--- src/tone_loader_defs.vh ---
// Constants for the receive tone-pair detector program loader.
// Included by the loader and its parameter store; definitions only.
`ifndef TONE_LOADER_DEFS_VH
`define TONE_LOADER_DEFS_VH

// Programming word framing
`define HDR_WORD 16'h8001
`define WORD_MSB 15
`define LAST_INDEX 5'h1A
// Store slot of the 26th parameter word; slots run from zero
`define LAST_SLOT 5'h19
`define INDEX_W 5
`define PARAM_COUNT 27
// Offsets of each section inside the 26 parameter words
`define F1_BASE 5'h00
`define M1_BASE 5'h0A
`define F2_BASE 5'h0D
`define M2_BASE 5'h17
`define M_NCYC 5'h00
`define M_MIN 5'h01
`define M_MAX 5'h02
// b0 of each biquad section inside a filter's ten words
`define B0_S1 5'h02
`define B0_S2 5'h07
// First coefficient slot of filter two on the active stream
`define COEF2_SLOT 5'h0A
// Store timing: one write cycle, then flag back
`define STORE_CYCLES 2'h1
// 9.6 kHz tick from 100 MHz: 10417 cycles (rounded)
`define TICK_HZ 9600
`define CLK_HZ 100000000
`define TICK_DIV ((`CLK_HZ + `TICK_HZ / 2) / `TICK_HZ)
// Last divider count, TICK_DIV minus one, at the divider's width
`define TICK_LAST 14'h28B0
// Default measurement values for 2130 Hz and 2750 Hz, 10 cycles each
`define DEF_NCYC 15'h000A
`define DEF1_MIN 15'h002B
`define DEF1_MAX 15'h002E
`define DEF2_MIN 15'h0021
`define DEF2_MAX 15'h0024
`define DEF_COEF 15'h0000
`define DEF_B0 15'h0200

`endif

--- src/rx_tone_loader.v ---
// Receive tone-pair detector loader: programming word port, parameter
// store, active parameter latch and two frequency measurements.
// Assumes writes are synchronous one-cycle strobes from the host interface
// and that tone edge and level inputs are already synchronous.
`timescale 1ns/1ns
`include "tone_loader_defs.vh"

// Notes on behaviour
// - Words 2-11 are filter one coefficients, two sections of b2 b1 b0 a2 a1.
// - Words 12-14 are cycle count, minimum and maximum of measurement one.
// - Words 15-27 are filter two coefficients then measurement two values.
// - Coefficients are 15-bit two's complement, value times 8192.
// - Each measurement times the programmed number of whole input cycles.
// - Count in 9.6 kHz ticks; below the minimum rejects the frequency.
// - A tick count above the maximum also rejects the frequency.
// - Level detect turns on at -42.0 dBm, off below -44.5 dBm.
// - New values stay inactive until the mode is next entered.
// - Reset defaults detect the 2130 Hz plus 2750 Hz pair.
// - Write only while ready flag set; write clears it, store sets it (a header sets it one cycle later, with no store).
// - Programming port is a 16-bit write-only register.
module rx_tone_loader (
  input wire REF_CLK_I,
  input wire RST_I,
  input wire PROG_WR_I,
  input wire [15:0] PROG_DATA_I,
  input wire PTD_MODE_I,
  input wire TONE1_EDGE_I,
  input wire TONE2_EDGE_I,
  input wire TONE1_LVL_ON_I,
  input wire TONE1_LVL_OFF_I,
  input wire TONE2_LVL_ON_I,
  input wire TONE2_LVL_OFF_I,
  output wire PROG_READY_O,
  output reg PROG_ERR_O,
  output reg [14:0] ACT_COEF_O,
  output reg [4:0] ACT_COEF_SEL_O,
  output reg TONE1_O,
  output reg TONE2_O,
  output reg PAIR_O
);
  localparam ST_HDR = 2'h0;
  localparam ST_PARAM = 2'h1;
  localparam ST_STORE = 2'h2;

  reg [1:0] state;
  reg [1:0] next_state;
  reg [4:0] index;
  reg [14:0] word;
  reg ready;
  reg mode_d;
  reg [4:0] copy_idx;
  reg copying;
  reg [4:0] rd_addr;
  reg rd_valid;
  reg copy_valid;
  reg [4:0] copy_dst;
  wire [14:0] rd_data;
  wire store_we;

  // Active measurement parameters, copied on mode entry
  reg [14:0] ncyc1, min1, max1, ncyc2, min2, max2;

  // ***************************************************
  // Host word handshake
  // ***************************************************
  // Ready drops on any write and returns after the store, or one cycle later for a header word
  assign PROG_READY_O = ready & ~PROG_WR_I;
  assign store_we = (state == ST_STORE);

  always @* begin
    next_state = state;
    case (state)
      ST_HDR: begin
        if (PROG_WR_I && PROG_DATA_I == `HDR_WORD) begin
          next_state = ST_PARAM;
        end
      end
      ST_PARAM: begin
        if (PROG_WR_I) begin
          next_state = ST_STORE;
        end
      end
      ST_STORE: begin
        next_state = (index == `LAST_SLOT) ? ST_HDR : ST_PARAM;
      end
      default: next_state = ST_HDR;
    endcase
  end

  // Counter, word capture and flag; port itself holds nothing readable
  always @(posedge REF_CLK_I) begin
    if (RST_I) begin
      state <= ST_HDR;
      index <= 5'h00;
      word <= 15'h0000;
      ready <= 1'b1;
      PROG_ERR_O <= 1'b0;
    end else begin
      state <= next_state;
      if (PROG_WR_I) begin
        ready <= 1'b0;
      end else if (state != ST_STORE) begin
        ready <= 1'b1;
      end
      if (state == ST_HDR) begin
        index <= 5'h00;
        if (PROG_WR_I && PROG_DATA_I != `HDR_WORD) begin
          PROG_ERR_O <= 1'b1;
        end
      end
      if (state == ST_PARAM && PROG_WR_I) begin
        word <= PROG_DATA_I[14:0];
        // Bit 15 set is a host fault; word still counts to keep framing
        if (PROG_DATA_I[`WORD_MSB]) begin
          PROG_ERR_O <= 1'b1;
        end
      end
      if (state == ST_STORE) begin
        index <= index + 5'h01;
      end
      if (PROG_WR_I && state == ST_HDR && PROG_DATA_I == `HDR_WORD) begin
        PROG_ERR_O <= 1'b0;
      end
    end
  end

  // Words land in order: filter one, meas one, filter two, meas two
  tone_param_store u_store (
    .clk_i(REF_CLK_I),
    .rst_i(RST_I),
    .we_i(store_we),
    .waddr_i(index),
    .wdata_i(word),
    .raddr_i(rd_addr),
    .rdata_o(rd_data)
  );

  // ***************************************************
  // Activation on mode entry
  // ***************************************************
  // Copy all 26 words only after reset or on a rising edge of the mode, so edits in
  // mode wait; costs 28 cycles of stale parameters after entry.
  always @(posedge REF_CLK_I) begin
    if (RST_I) begin
      mode_d <= 1'b0;
      copying <= 1'b1;
      copy_idx <= 5'h00;
      rd_addr <= 5'h00;
      rd_valid <= 1'b0;
      copy_valid <= 1'b0;
      copy_dst <= 5'h00;
      ACT_COEF_O <= 15'h0000;
      ACT_COEF_SEL_O <= 5'h00;
      ncyc1 <= `DEF_NCYC;
      min1 <= `DEF1_MIN;
      max1 <= `DEF1_MAX;
      ncyc2 <= `DEF_NCYC;
      min2 <= `DEF2_MIN;
      max2 <= `DEF2_MAX;
    end else begin
      mode_d <= PTD_MODE_I;
      if (PTD_MODE_I && !mode_d) begin
        copying <= 1'b1;
        copy_idx <= 5'h00;
      end else if (copying) begin
        // Stop on the last slot so the read address never leaves the store
        if (copy_idx == `LAST_SLOT) begin
          copying <= 1'b0;
        end else begin
          copy_idx <= copy_idx + 5'h01;
        end
      end
      // Valid follows the address through both register stages
      rd_addr <= copy_idx;
      rd_valid <= copying;
      copy_valid <= rd_valid;
      copy_dst <= rd_addr;
      if (copy_valid) begin
        case (copy_dst)
          `M1_BASE + `M_NCYC: ncyc1 <= rd_data;
          `M1_BASE + `M_MIN: min1 <= rd_data;
          `M1_BASE + `M_MAX: max1 <= rd_data;
          `M2_BASE + `M_NCYC: ncyc2 <= rd_data;
          `M2_BASE + `M_MIN: min2 <= rd_data;
          `M2_BASE + `M_MAX: max2 <= rd_data;
          default: begin
            // Coefficients go out to the filter datapath one per cycle
            ACT_COEF_O <= rd_data;
            ACT_COEF_SEL_O <= coef_slot(copy_dst);
          end
        endcase
      end
    end
  end

  // Filter slot 0-9 for filter one, 10-19 for filter two
  function [4:0] coef_slot;
    input [4:0] a;
    begin
      if (a >= `F2_BASE) begin
        coef_slot = a - `F2_BASE + `COEF2_SLOT;
      end else begin
        coef_slot = a;
      end
    end
  endfunction

  // ***************************************************
  // 9.6 kHz tick and frequency measurement
  // ***************************************************
  reg [13:0] div;
  wire tick = (div == 14'h0000);

  // Free-running divider; tick phase is not tied to any tone edge
  always @(posedge REF_CLK_I) begin
    if (RST_I) begin
      div <= 14'h0000;
    end else if (div == `TICK_LAST) begin
      div <= 14'h0000;
    end else begin
      div <= div + 14'h0001;
    end
  end

  reg [14:0] cyc1, cyc2, cnt1, cnt2;
  reg ok1, ok2, lvl1, lvl2;

  // Period within limits: reject below min or above max
  function in_range;
    input [14:0] cnt;
    input [14:0] lo;
    input [14:0] hi;
    begin
      in_range = (cnt >= lo) && (cnt <= hi);
    end
  endfunction

  // Count ticks over ncycles whole edges of each tone, then judge
  always @(posedge REF_CLK_I) begin
    if (RST_I) begin
      cyc1 <= 15'h0000;
      cyc2 <= 15'h0000;
      cnt1 <= 15'h0000;
      cnt2 <= 15'h0000;
      ok1 <= 1'b0;
      ok2 <= 1'b0;
    end else begin
      if (TONE1_EDGE_I) begin
        if (cyc1 + 15'h0001 >= ncyc1) begin
          ok1 <= in_range(cnt1 + {14'h0000, tick}, min1, max1);
          cyc1 <= 15'h0000;
          cnt1 <= 15'h0000;
        end else begin
          cyc1 <= cyc1 + 15'h0001;
          cnt1 <= (cnt1 == 15'h7FFF) ? cnt1 : cnt1 + {14'h0000, tick};
        end
      end else if (tick && cnt1 != 15'h7FFF) begin
        cnt1 <= cnt1 + 15'h0001;
      end
      if (TONE2_EDGE_I) begin
        if (cyc2 + 15'h0001 >= ncyc2) begin
          ok2 <= in_range(cnt2 + {14'h0000, tick}, min2, max2);
          cyc2 <= 15'h0000;
          cnt2 <= 15'h0000;
        end else begin
          cyc2 <= cyc2 + 15'h0001;
          cnt2 <= (cnt2 == 15'h7FFF) ? cnt2 : cnt2 + {14'h0000, tick};
        end
      end else if (tick && cnt2 != 15'h7FFF) begin
        cnt2 <= cnt2 + 15'h0001;
      end
    end
  end

  // ***************************************************
  // Level hysteresis and tone report
  // ***************************************************
  // On at the upper threshold, off only below the lower one
  always @(posedge REF_CLK_I) begin
    if (RST_I) begin
      lvl1 <= 1'b0;
      lvl2 <= 1'b0;
      TONE1_O <= 1'b0;
      TONE2_O <= 1'b0;
      PAIR_O <= 1'b0;
    end else begin
      if (TONE1_LVL_ON_I) begin
        lvl1 <= 1'b1;
      end else if (TONE1_LVL_OFF_I) begin
        lvl1 <= 1'b0;
      end
      if (TONE2_LVL_ON_I) begin
        lvl2 <= 1'b1;
      end else if (TONE2_LVL_OFF_I) begin
        lvl2 <= 1'b0;
      end
      TONE1_O <= PTD_MODE_I & lvl1 & ok1;
      TONE2_O <= PTD_MODE_I & lvl2 & ok2;
      PAIR_O <= PTD_MODE_I & lvl1 & ok1 & lvl2 & ok2;
    end
  end
endmodule

--- src/tone_param_store.v ---
// Parameter memory for the tone detector: 26 words of 15 bits.
// Assumes one writer; read data is registered, one cycle after address.
`timescale 1ns/1ns
`include "tone_loader_defs.vh"

module tone_param_store (
  input wire clk_i,
  input wire rst_i,
  input wire we_i,
  input wire [4:0] waddr_i,
  input wire [14:0] wdata_i,
  input wire [4:0] raddr_i,
  output reg [14:0] rdata_o
);
  reg [14:0] mem [0:25];
  integer k;

  // Default word for each slot after reset
  function [14:0] default_word;
    input [4:0] a;
    begin
      case (a)
        `M1_BASE + `M_NCYC: default_word = `DEF_NCYC;
        `M1_BASE + `M_MIN: default_word = `DEF1_MIN;
        `M1_BASE + `M_MAX: default_word = `DEF1_MAX;
        `M2_BASE + `M_NCYC: default_word = `DEF_NCYC;
        `M2_BASE + `M_MIN: default_word = `DEF2_MIN;
        `M2_BASE + `M_MAX: default_word = `DEF2_MAX;
        // Both sections pass signal, so neither filter output is stuck at zero
        `F1_BASE + `B0_S1: default_word = `DEF_B0;
        `F1_BASE + `B0_S2: default_word = `DEF_B0;
        `F2_BASE + `B0_S1: default_word = `DEF_B0;
        `F2_BASE + `B0_S2: default_word = `DEF_B0;
        default: default_word = `DEF_COEF;
      endcase
    end
  endfunction

  // ***************************************************
  // Storage
  // ***************************************************
  // Reset restores the dual-tone defaults
  always @(posedge clk_i) begin
    if (rst_i) begin
      for (k = 0; k < 26; k = k + 1) begin
        mem[k] <= default_word(k[4:0]);
      end
      rdata_o <= 15'h0000;
    end else begin
      if (we_i) begin
        mem[waddr_i] <= wdata_i;
      end
      rdata_o <= mem[raddr_i];
    end
  end
endmodule

--- config.mk ---
export PLATFORM = sky130hd
export DESIGN_NAME = rx_tone_loader
export DESIGN_NICKNAME = d
export VERILOG_FILES = /design/src/rx_tone_loader.v /design/src/tone_param_store.v
export VERILOG_INCLUDE_DIRS = /design/src /design/src/src
export SDC_FILE = /design/constraint.sdc
export NUM_CORES = 1
export LEC_CHECK = 0
export BUFFER_PORTS_ARGS = -buffer_cell sky130_fd_sc_hd__buf_4
export CAP_MARGIN = 25
export CORE_MARGIN = 3
export CORE_UTILIZATION = 60
export DETAILED_ROUTE_END_ITERATION = 8
export PLACE_DENSITY = 0.76
export SLEW_MARGIN = 20
export SYNTH_ARGS = -nofsm -noshare
export SYNTH_HDL_FRONTEND = slang
export SYNTH_HIERARCHICAL = 1
export SYNTH_SLANG_ARGS = --single-unit
--- constraint.sdc ---
create_clock -name REF_CLK_I -period 4.1 [get_ports REF_CLK_I]
set_input_delay 0.205 -clock REF_CLK_I [delete_from_list [all_inputs] [get_ports REF_CLK_I]]
set_output_delay 0.205 -clock REF_CLK_I [all_outputs]
set_load 0.01 [all_outputs]
==> flow_metrics.tcl, run 1 <==
set metrics [dict create \
    cts.sinks 729 \
    cp-start-kind "flip-flop" \
    fin_cells 3774 \
    routedWlPerCell_um 23.1 \
    leakage_nw 14.1 \
    grt_first_pass_wirelength_mm 133 \
    maxCapViolCount 0 \
    irDropWorstVdd_v 0.000390 \
    p_switching_mw 3.53 \
    syn2layout_area_growth_pct 10.9 \
    clock_skew_ns 0.0191 \
    reg2reg_depth 17 \
    utilization_pct 67.9 \
    rrSetupSlack_ns 0.33 \
    whs_endpoint "cyc2[2]$_SDFFE_PP0P_" \
    p_per_area_nw_per_um2 412 \
    grt_max_degree 161 \
    fin_crit_ns 3.77 \
    synthFlopType "edfxtp_1" \
    n_fill_cell 4044 \
    crit_fanout 6 \
    combPwrFrac_pct 5.7 \
    root_buffer "clkbuf_16" \
    grt_pass1_vias 23300 \
    h-tree-depth 3 \
    crit_arrival_ns 4.33 \
    seqPwrFrac_pct 51.5 \
    die_area_um2 60900 \
    antenna_found_initial 0 \
    floorplan.rows 87 \
    async_flop_share_pct 0 \
    syn_inst 2930 \
    worstMarginPinSlew_ns 0.967 \
    drt_first_pass_iters 6 \
    io_buffers 50 \
    grt-ovfl-total 0 \
    die_h_um 247 \
    regMostFlops "u_store/mem" \
    fin_setup_tns_ns 0 \
    p_int_mw 12.4 \
    hold_viol 0 \
    holdPathStages 3 \
    endpoint_kind "flip-flop" \
    drc 0 \
    r2r-start "div[0]$_SDFF_PP0_" \
    fin_area_um2 38600 \
    ys_seq_area_share_pct 55.8 \
    vias 23500 \
    ctsLongestPathBuffers 3 \
    totalWireLength_mm 87.2 \
    slew_headroom_pct 34.9 \
    drive_above_1_share_pct 13.7 \
    crit_required_ns 4.66 \
    ys_ff_latch 729 \
    drv_slew 0 \
    ys_warn_count 6 \
    rr_endpoint "ok1$_SDFFE_PP0P_" \
    finalCritPeriodShare_pct 92.1 \
    cts_buffers 76 \
    clkLatencyLatePin_ns 0.62 \
    die_w_um 247 \
    synth.net_count 3064 \
    place_area_um2 35800 \
    setup_viol 0 \
    antenna_left 0 \
    drtIter0Drc 2473 \
    ios 51 \
    crit_type "reg -> reg" \
    clkPwrFrac_pct 42.9 \
    synthTopCellsByArea "edfxtp_1, dfxtp_1, mux4_2" \
    start_util_pct 61.2 \
    hp-start "TONE2_EDGE_I" \
    largest_register_ffs 480 \
    cts_tree "built" \
    mappedNetlistArea_um2 34800 \
    status "completed" \
    nets 3092 \
    grt_usage_pct 28.8 \
    gp_congestion 0.896 \
    swShare_pct 22.2 \
    synth_cell_types 79 \
    yosys.area.top_type "edfxtp_1" \
    via_per_inst 6.23 \
    synth-edff-count 480 \
    clk_pin_slew_ns 0.06 \
    rsz0062_at_grt "no" \
    dpl.cell_count 3607 \
    syn_area_per_cell_um2 11.9 \
    regArea_um2 19400 \
    hpwl_mm 55.8 \
    antenna_cells 0 \
    hold_path.class "in -> reg" \
    synth_top_area_share_pct 41.4 \
    core_um2 56800 \
    clock.fmax_mhz 265 \
    multi_input_area_um2 14000 \
]
## cell families after synthesis
kind of cell             Yosys count  share of synthesized area, %
AND/OR/NAND/NOR                 1089                          16.8
XOR/XNOR                          96                          2.42
buffers and inverters            319                          4.16
AO/OA/AOI/OAI                    381                          7.18
multiplexers                     208                          9.77
flip-flops                       729                          55.8
adder cells (fa/ha/maj)          108                          3.89
## stage by stage
step,hold WS [ns],setup WS [ns],power (mW)
after floorplan,0.316,0.623,8.86
after CTS,0.0351,0.0196,16.0
after global placement,0.413,0.146,9.15
after global routing,0.0814,0.0000862,16.4
final,0.0802,0.325,15.9
after detailed placement,0.424,0.0293,9.19
## power groups by stage
stage	Sequential [mW]	Combinational [mW]	Clock, mW
2_1_floorplan	8.25	0.610	0
3_3_place_gp	8.32	0.833	0
3_5_place_dp	8.33	0.859	0
4_1_cts	8.18	0.880	6.91
5_1_grt	8.20	0.971	7.23
6_report	8.18	0.900	6.81
## per-layer routing
layer / routed length (µm) / global-route usage [%] / vias up
li1: - / - / 10600
met2: 42100 / 47.4 / 1049
met4: 3720 / 12.6 / 0
met5: 0 / 0 / -
met1: 34300 / 37.9 / 11600
met3: 7110 / 4.90 / 191
## cell usage in the layout (no fill, tap or decap), types with 79 or more instances in the layout
master and n:
edfxtp_1 480, and2_1 376, dfxtp_1 245, nand2_1 229, nor2_1 159, a21oi_1 144, buf_4 121, inv_1 110
ha_1 107, mux4_2 105, nand3_1 104, mux2i_1 103, clkbuf_16 79
## critical path, stage by stage, from the launching register on
cell and delay (ns):
dfxtp_1 0.34, inv_1 0.07, ha_1 0.14, nor4b_4 0.20, nand4_1 0.19, inv_2 0.19, ha_1 0.19, and3_1 0.26
nand3_1 0.25, nor2_1 0.20, xor2_1 0.29, ha_1 0.30, o21ai_0 0.19, nor2_1 0.06, a2111oi_0 0.38, o21ai_0 0.14
a21oi_1 0.16, a31o_2 0.17
## how the worst max path moves through the flow
| stage | from | end | cells past startpoint |
|---|---|---|---|
| after floorplan | div[0]$_SDFF_PP0_ | ok2$_SDFFE_PP0P_ | 18 |
| after global placement | div[0]$_SDFF_PP0_ | ok2$_SDFFE_PP0P_ | 17 |
| after detailed placement | div[0]$_SDFF_PP0_ | ok2$_SDFFE_PP0P_ | 17 |
| after CTS | div[0]$_SDFF_PP0_ | ok2$_SDFFE_PP0P_ | 17 |
| after global routing | div[0]$_SDFF_PP0_ | ok2$_SDFFE_PP0P_ | 18 |
| final | div[0]$_SDFF_PP0_ | ok1$_SDFFE_PP0P_ | 17 |
## layout make-up
type / instances / area share (%)
multi-input combinational: 1882 / 36.2
clock inverter: 41 / 0.993
sequential: 729 / 50.3
clock buffer: 97 / 5.38
inverter: 112 / 1.09
tap: 756 / 2.45
timing repair buffer: 157 / 3.52
## Yosys cell counts, types with 5 or more instances
| master | count |
|---|---|
| nor2_1 | 159 |
| a31oi_1 | 26 |
| nor2_4 | 5 |
| a21o_1 | 16 |
| o21ai_0 | 48 |
| a221oi_1 | 11 |
| xor2_1 | 43 |
| and4_1 | 11 |
| clkbuf_1 | 132 |
| nand4_1 | 33 |
| inv_1 | 111 |
| ha_1 | 108 |
| a21oi_1 | 144 |
| a311oi_1 | 7 |
| clkbuf_2 | 7 |
| a211oi_1 | 22 |
| buf_4 | 12 |
| buf_1 | 5 |
| nand2_1 | 229 |
| a221o_1 | 18 |
| edfxtp_1 | 480 |
| or4_1 | 5 |
| o2111ai_1 | 5 |
| and2_1 | 376 |
| nand3b_1 | 7 |
| nor2b_1 | 20 |
| mux2i_1 | 103 |
| nand2b_1 | 9 |
| nor2_2 | 5 |
| or3_1 | 27 |
| buf_2 | 32 |
| a32o_1 | 12 |
| or2_2 | 30 |
| mux4_2 | 105 |
| buf_6 | 16 |
| o211ai_1 | 5 |
| dfxtp_1 | 249 |
| nand3_1 | 104 |
| nor4_1 | 8 |
| and3_1 | 20 |
| o21a_1 | 5 |
| nor3_1 | 21 |
| xnor2_1 | 53 |
| o22ai_1 | 8 |
| a22oi_1 | 22 |
## timing repair
action,in CTS,in global routing
hold buffers,25,0
setup buffers,0,2
setup endpoints to repair,0,2
gates resized for setup,0,9
endpoints found under the hold margin,29,0
Power figures use the tool's default switching activity.
==> run 2: changes to the inputs <==
--- a/config.mk
+++ b/config.mk
@@ -10,6 +10,7 @@
 export CAP_MARGIN = 25
 export CORE_MARGIN = 3
 export CORE_UTILIZATION = 60
+export CTS_BUF_LIST = sky130_fd_sc_hd__clkbuf_16
 export DETAILED_ROUTE_END_ITERATION = 8
 export PLACE_DENSITY = 0.76
 export SLEW_MARGIN = 20
==> run 2 against run 1 <==
Global-route usage is 0.052 points higher. Non-clock buffer count unchanged. Sequential share of layout area barely moved. Largest cell class unchanged. Maximum frequency fell by 0.44%. First-iteration DRC count is 0.40% lower. Design area is essentially flat. Final cell count about the same.
==> flow_metrics.tcl, run 2 (synthesis results as in run 1) <==
set metrics [dict create \
    clock.fmax_mhz 264 \
    grtUsageMet2_pct 47.6 \
    setup_viol 0 \
    antenna_left 0 \
    cts.sinks 729 \
    grt_pass1_vias 23300 \
    irDropWorstVdd_v 0.000387 \
    worstMarginPinSlew_ns 0.971 \
    rsz0062_at_grt "no" \
    grt_usage_pct 28.8 \
    crit_path_cell_trace "inv_1 > ha_1 > nor4b_4 > nand4_1 > inv_2 > ha_2 > ha_1 > and4_4 > nand4_1 > nor3_1 > xor2_1 > ha_1 > nand4_1 > or4_1 > a211oi_1 > a32o_1" \
    crit_required_ns 4.66 \
    core_um2 56800 \
    crit_fanout 5 \
    layout_setup_ws_ns 0.308 \
    start_util_pct 61.2 \
    drv_slew 0 \
    whs_ns 0.0761 \
    crit_arrival_ns 4.35 \
    hold_path.class "in -> reg" \
    root_buffer "clkbuf_16" \
    slew_headroom_pct 34.6 \
    die_h_um 247 \
    syn2layout_area_growth_pct 10.8 \
    totalWireLength_mm 87.5 \
    drive_above_1_share_pct 13.6 \
    leakage_nw 14.2 \
    clk_pin_slew_ns 0.06 \
    vias 23600 \
    grt_max_degree 161 \
    endpoint_kind "flip-flop" \
    finalCritPeriodShare_pct 92.5 \
    maxCapViolCount 0 \
    grt-ovfl-total 0 \
    ctsLongestPathBuffers 3 \
    p_per_area_nw_per_um2 411 \
    status "completed" \
    antenna_found_initial 1 \
    use_met1_pct 38.0 \
    drt_first_pass_iters 6 \
    crit_type "reg -> reg" \
    nets 3092 \
    cp_slowest_stage_delay_ns 0.51 \
    cp_slowest_cell "or4_1" \
    grtUsageMet3_pct 4.68 \
    grt-busiest-layer "met2" \
    drc 0 \
    fin_setup_tns_ns 0 \
    clkLatencyLatePin_ns 0.63 \
    routedWlPerCell_um 23.2 \
    final_common_cell "edfxtp_1" \
    p_total_mw 15.8 \
    drtIter0Drc 2463 \
    clock_skew_ns 0.0238 \
    io_buffers 50 \
    via_per_inst 6.24 \
    hpwl_mm 55.8 \
    die_w_um 247 \
    cp-start-kind "flip-flop" \
    die_area_um2 60900 \
    layout_common_cells "edfxtp_1, and2_1, dfxtp_1" \
    hold_viol 0 \
    regMostFlops "u_store/mem" \
    largest_register_ffs 480 \
    fin_crit_ns 3.79 \
    cts_buffers 76 \
    gp_congestion 0.896 \
    h-tree-depth 3 \
    cts_tree "built" \
    place_ws_ns 0.0293 \
    floorplan.rows 87 \
    grt_first_pass_wirelength_mm 133 \
    ios 51 \
]
==> run 2: cell types whose count changed in the layout (fill, tap and decap cells not counted), sizes merged <==
cell and change:
inv +16, diode +3, clkinv +2, clkbuf -18
==> run 2: worst paths after layout <==
| check | start | endpoint | slack, ns | cells after the start |
|---|---|---|---|---|
| hold reg to reg | rd_valid$_SDFF_PP0_ | copy_valid$_SDFF_PP0_ | 0.44 | 1 |
| setup reg to reg | div[0]$_SDFF_PP0_ | ok2$_SDFFE_PP0P_ | 0.31 | 16 |
| setup / recovery | div[0]$_SDFF_PP0_ | ok2$_SDFFE_PP0P_ | 0.31 | 16 |
| hold / removal | TONE2_EDGE_I | cyc2[2]$_SDFFE_PP0P_ | 0.08 | 3 |
==> run 2: worst max-delay path: cells and delay by family (launching register included) <==
kind | cells | cell delay (ns)
AO/OA/AOI/OAI | 2 | 0.39
flip-flops | 1 | 0.34
adder cells (fa/ha/maj) | 4 | 0.72
AND/OR/NAND/NOR | 7 | 1.75
XOR/XNOR | 1 | 0.29
buffers and inverters | 2 | 0.27
==> run 2: where the power goes <==
| group | total [mW] | switching, mW | internal [mW] | leakage (nW) |
|---|---|---|---|---|
| clock network | 6.74 | 2.87 | 3.87 | 1.25 |
| logic | 0.901 | 0.528 | 0.373 | 6.12 |
| registers | 8.18 | 0.154 | 8.03 | 6.80 |
| total | 15.8 | 3.55 | 12.3 | 14.2 |
==> run 2: repair_timing <==
action | CTS | global route
setup endpoints to repair | 0 | 2
hold buffers | 25 | 0
gates resized for setup | 0 | 9
hold endpoints to repair | 29 | 0
buffers inserted | 0 | 2
==> run 2: routing by layer <==
| layer | routed length [µm] | up-vias |
|---|---|---|
| li1 | - | 10600 |
| met1 | 34100 | 11700 |
| met2 | 42300 | 1081 |
| met3 | 7370 | 187 |
| met4 | 3690 | 2 |
| met5 | 13 | - |
==> run 2: layout make-up <==
type	instances	area [µm²]
inverter	112	420
antenna	3	7.51
tap	756	946
sequential	729	19400
multi-input combinational	1882	14000
clock buffer	79	1980
clock inverter	59	450
timing repair buffer	157	1360
fill	4044	18300
==> run 2: through the flow <==
stage	cells	utilization [%]	instance area, µm²
2_1_floorplan	2930	-	34800
3_3_place_gp	3604	62.8	35700
3_5_place_dp	3607	62.9	35800
4_1_cts	3770	67.6	38400
5_1_grt	3774	67.8	38500
6_report	3777	67.8	38500
==> run 3: changes to the inputs <==
--- a/config.mk
+++ b/config.mk
@@ -8,11 +8,13 @@
 export LEC_CHECK = 0
 export BUFFER_PORTS_ARGS = -buffer_cell sky130_fd_sc_hd__buf_4
 export CAP_MARGIN = 25
+export CELL_PAD_IN_SITES_DETAIL_PLACEMENT = 1
+export CELL_PAD_IN_SITES_GLOBAL_PLACEMENT = 2
 export CORE_MARGIN = 3
-export CORE_UTILIZATION = 60
+export CORE_UTILIZATION = 44
 export CTS_BUF_LIST = sky130_fd_sc_hd__clkbuf_16
 export DETAILED_ROUTE_END_ITERATION = 8
-export PLACE_DENSITY = 0.76
+export PLACE_DENSITY_LB_ADDON = 0.1
 export SLEW_MARGIN = 20
 export SYNTH_ARGS = -nofsm -noshare
 export SYNTH_HDL_FRONTEND = slang
==> run 3 against run 2 <==
Non-clock buffer count rose by 3. Clock power is 8.9% higher. Global-route usage fell by 4.3 points. Clock skew about the same. Design area up 1.8%. Worst hold slack worse by 0.026 ns. Sequential share of layout area decreased by 0.88 points.
==> flow_metrics.tcl, run 3 (synthesis results as in run 1) <==
set metrics [dict create \
    crit_type "reg -> reg" \
    grt_first_pass_wirelength_mm 153 \
    multi_input_area_um2 14100 \
    crit_fanout 5 \
    root_buffer "clkbuf_16" \
    crit_arrival_ns 4.44 \
    finalCritPeriodShare_pct 94.3 \
    hold_viol 0 \
    via_per_inst 5.72 \
    grtUsageMet2_pct 41.3 \
    drtIter0Drc 1787 \
    status "completed" \
    clock_skew_ns 0.0238 \
    regMostFlops "u_store/mem" \
    rsz0062_at_grt "no" \
    rrSetupSlack_ns 0.24 \
    endpoint_kind "flip-flop" \
    vias 23300 \
    floorplan.rows 102 \
    maxCapViolCount 0 \
    fin_crit_ns 3.86 \
    cts_buffers 84 \
    crit_required_ns 4.68 \
    largest_register_ffs 480 \
    drt_first_pass_iters 5 \
    holdPathStages 3 \
    nets 3103 \
    leakage_nw 14.3 \
    die_w_um 287 \
    drc 0 \
    io_buffers 50 \
    start_util_pct 44.7 \
    grt_max_degree 175 \
    rr_endpoint "ok2$_SDFFE_PP0P_" \
    setup_viol 0 \
    grtUsageMet3_pct 3.56 \
    h-tree-depth 3 \
    die_area_um2 82400 \
    grt_pass1_vias 24600 \
    layout_setup_ws_ns 0.235 \
    drive_above_1_share_pct 14.8 \
    die_h_um 287 \
    totalWireLength_mm 101 \
    ios 51 \
    cts_tree "built" \
    cts.sinks 729 \
    syn2layout_area_growth_pct 12.8 \
    routedWlPerCell_um 24.7 \
    slew_headroom_pct 30.7 \
    core_um2 77800 \
    fin_setup_tns_ns 0 \
    grt-ovfl-total 0 \
    gp_congestion 0.815 \
    n_fill_cell 8029 \
    antenna_left 0 \
    place_ws_ns -0.0857 \
    grt-busiest-layer "met2" \
    irDropWorstVdd_v 0.000306 \
    use_met1_pct 32.2 \
    antenna_cells 0 \
    hpwl_mm 65.6 \
    worstMarginPinSlew_ns 1.04 \
    grt_usage_pct 24.6 \
    p_per_area_nw_per_um2 420 \
    final_common_cell "edfxtp_1" \
    ctsLongestPathBuffers 3 \
    r2r-start "div[0]$_SDFF_PP0_" \
    clock.fmax_mhz 259 \
    layout_common_cells "edfxtp_1, and2_1, dfxtp_1" \
    whs_endpoint "cyc2[13]$_SDFFE_PP0P_" \
    hold_path.class "in -> reg" \
    antenna_found_initial 0 \
    regArea_um2 19400 \
    hp-start "TONE2_EDGE_I" \
    clk_pin_slew_ns 0.06 \
    reg2reg_depth 18 \
    drv_slew 0 \
    cp-start-kind "flip-flop" \
    clkLatencyLatePin_ns 0.65 \
]
[run 3: cell count changes in the layout (fill, tap and decap cells not counted), sizes merged, moves of 3 or more]
cell,delta
buf,+5
inv,+3
dlygate4sd3,-3
diode,-3
clkinv,+5
clkbuf,+8
[run 3: layout make-up]
cell class / count / area share, %
Sequential cell: 729 / 49.5
Multi-Input combinational cell: 1882 / 35.8
Clock buffer: 86 / 5.48
Timing Repair Buffer: 160 / 3.44
Tap cell: 1040 / 3.32
Clock inverter: 68 / 1.39
Inverter: 112 / 1.07
[run 3: critical path: stages, from the launching register on]
cell and delay, ns:
dfxtp_2 0.34, inv_1 0.06, ha_1 0.17, nor4b_4 0.21, nand4_1 0.23, inv_2 0.13
buf_12 0.13, ha_1 0.17, ha_2 0.18, and4_4 0.23, nand4_1 0.09, buf_4 0.19
nor2_1 0.11, xnor2_1 0.11, ha_1 0.31, nand4_1 0.14, or4_4 0.57, a211oi_2 0.27
a32o_1 0.16
[run 3: repair_timing]
| item | CTS | global route |
|---|---|---|
| setup endpoints to repair | 1 | 2 |
| pin swaps | 1 | 8 |
| setup buffers | 0 | 2 |
| endpoints found under the hold margin | 25 | 0 |
| resized for setup | 3 | 25 |
| hold buffers | 22 | 0 |
[run 3: how the worst max path moves through the flow]
stage	start	to	depth (start not counted)
floorplan	div[0]$_SDFF_PP0_	ok2$_SDFFE_PP0P_	18
global placement	div[2]$_SDFF_PP0_	ok2$_SDFFE_PP0P_	16
detailed placement	div[0]$_SDFF_PP0_	ok2$_SDFFE_PP0P_	19
CTS	div[0]$_SDFF_PP0_	ok2$_SDFFE_PP0P_	19
global route	div[0]$_SDFF_PP0_	ok2$_SDFFE_PP0P_	18
finish	div[0]$_SDFF_PP0_	ok2$_SDFFE_PP0P_	18
[run 3: through the flow]
stage | instances | power, mW | instance area (µm²) | hold slack [ns] | utilization, %
after detailed placement | 3899 | 9.26 | 36200 | 0.427 | 46.5
final | 4077 | 16.5 | 39200 | 0.0500 | 50.4
after global routing | 4077 | 17.1 | 39200 | 0.0660 | 50.4
after CTS | 4075 | 16.6 | 39100 | 0.0131 | 50.2
after global placement | 3897 | 9.22 | 36200 | 0.414 | 46.5
after floorplan | 2930 | 8.86 | 34800 | 0.316 | -
[run 3: layer usage]
layer | vias to the layer above | part of all wire, %
met5 | - | 0
met4 | 0 | 3.7
met3 | 166 | 5.0
met2 | 561 | 49
met1 | 12000 | 42
li1 | 10600 | -
[run 3: report_power, final]
part,switching [mW],total (mW),internal (mW)
combinational,0.560,0.944,0.384
clock,3.14,7.34,4.20
sequential,0.155,8.19,8.03
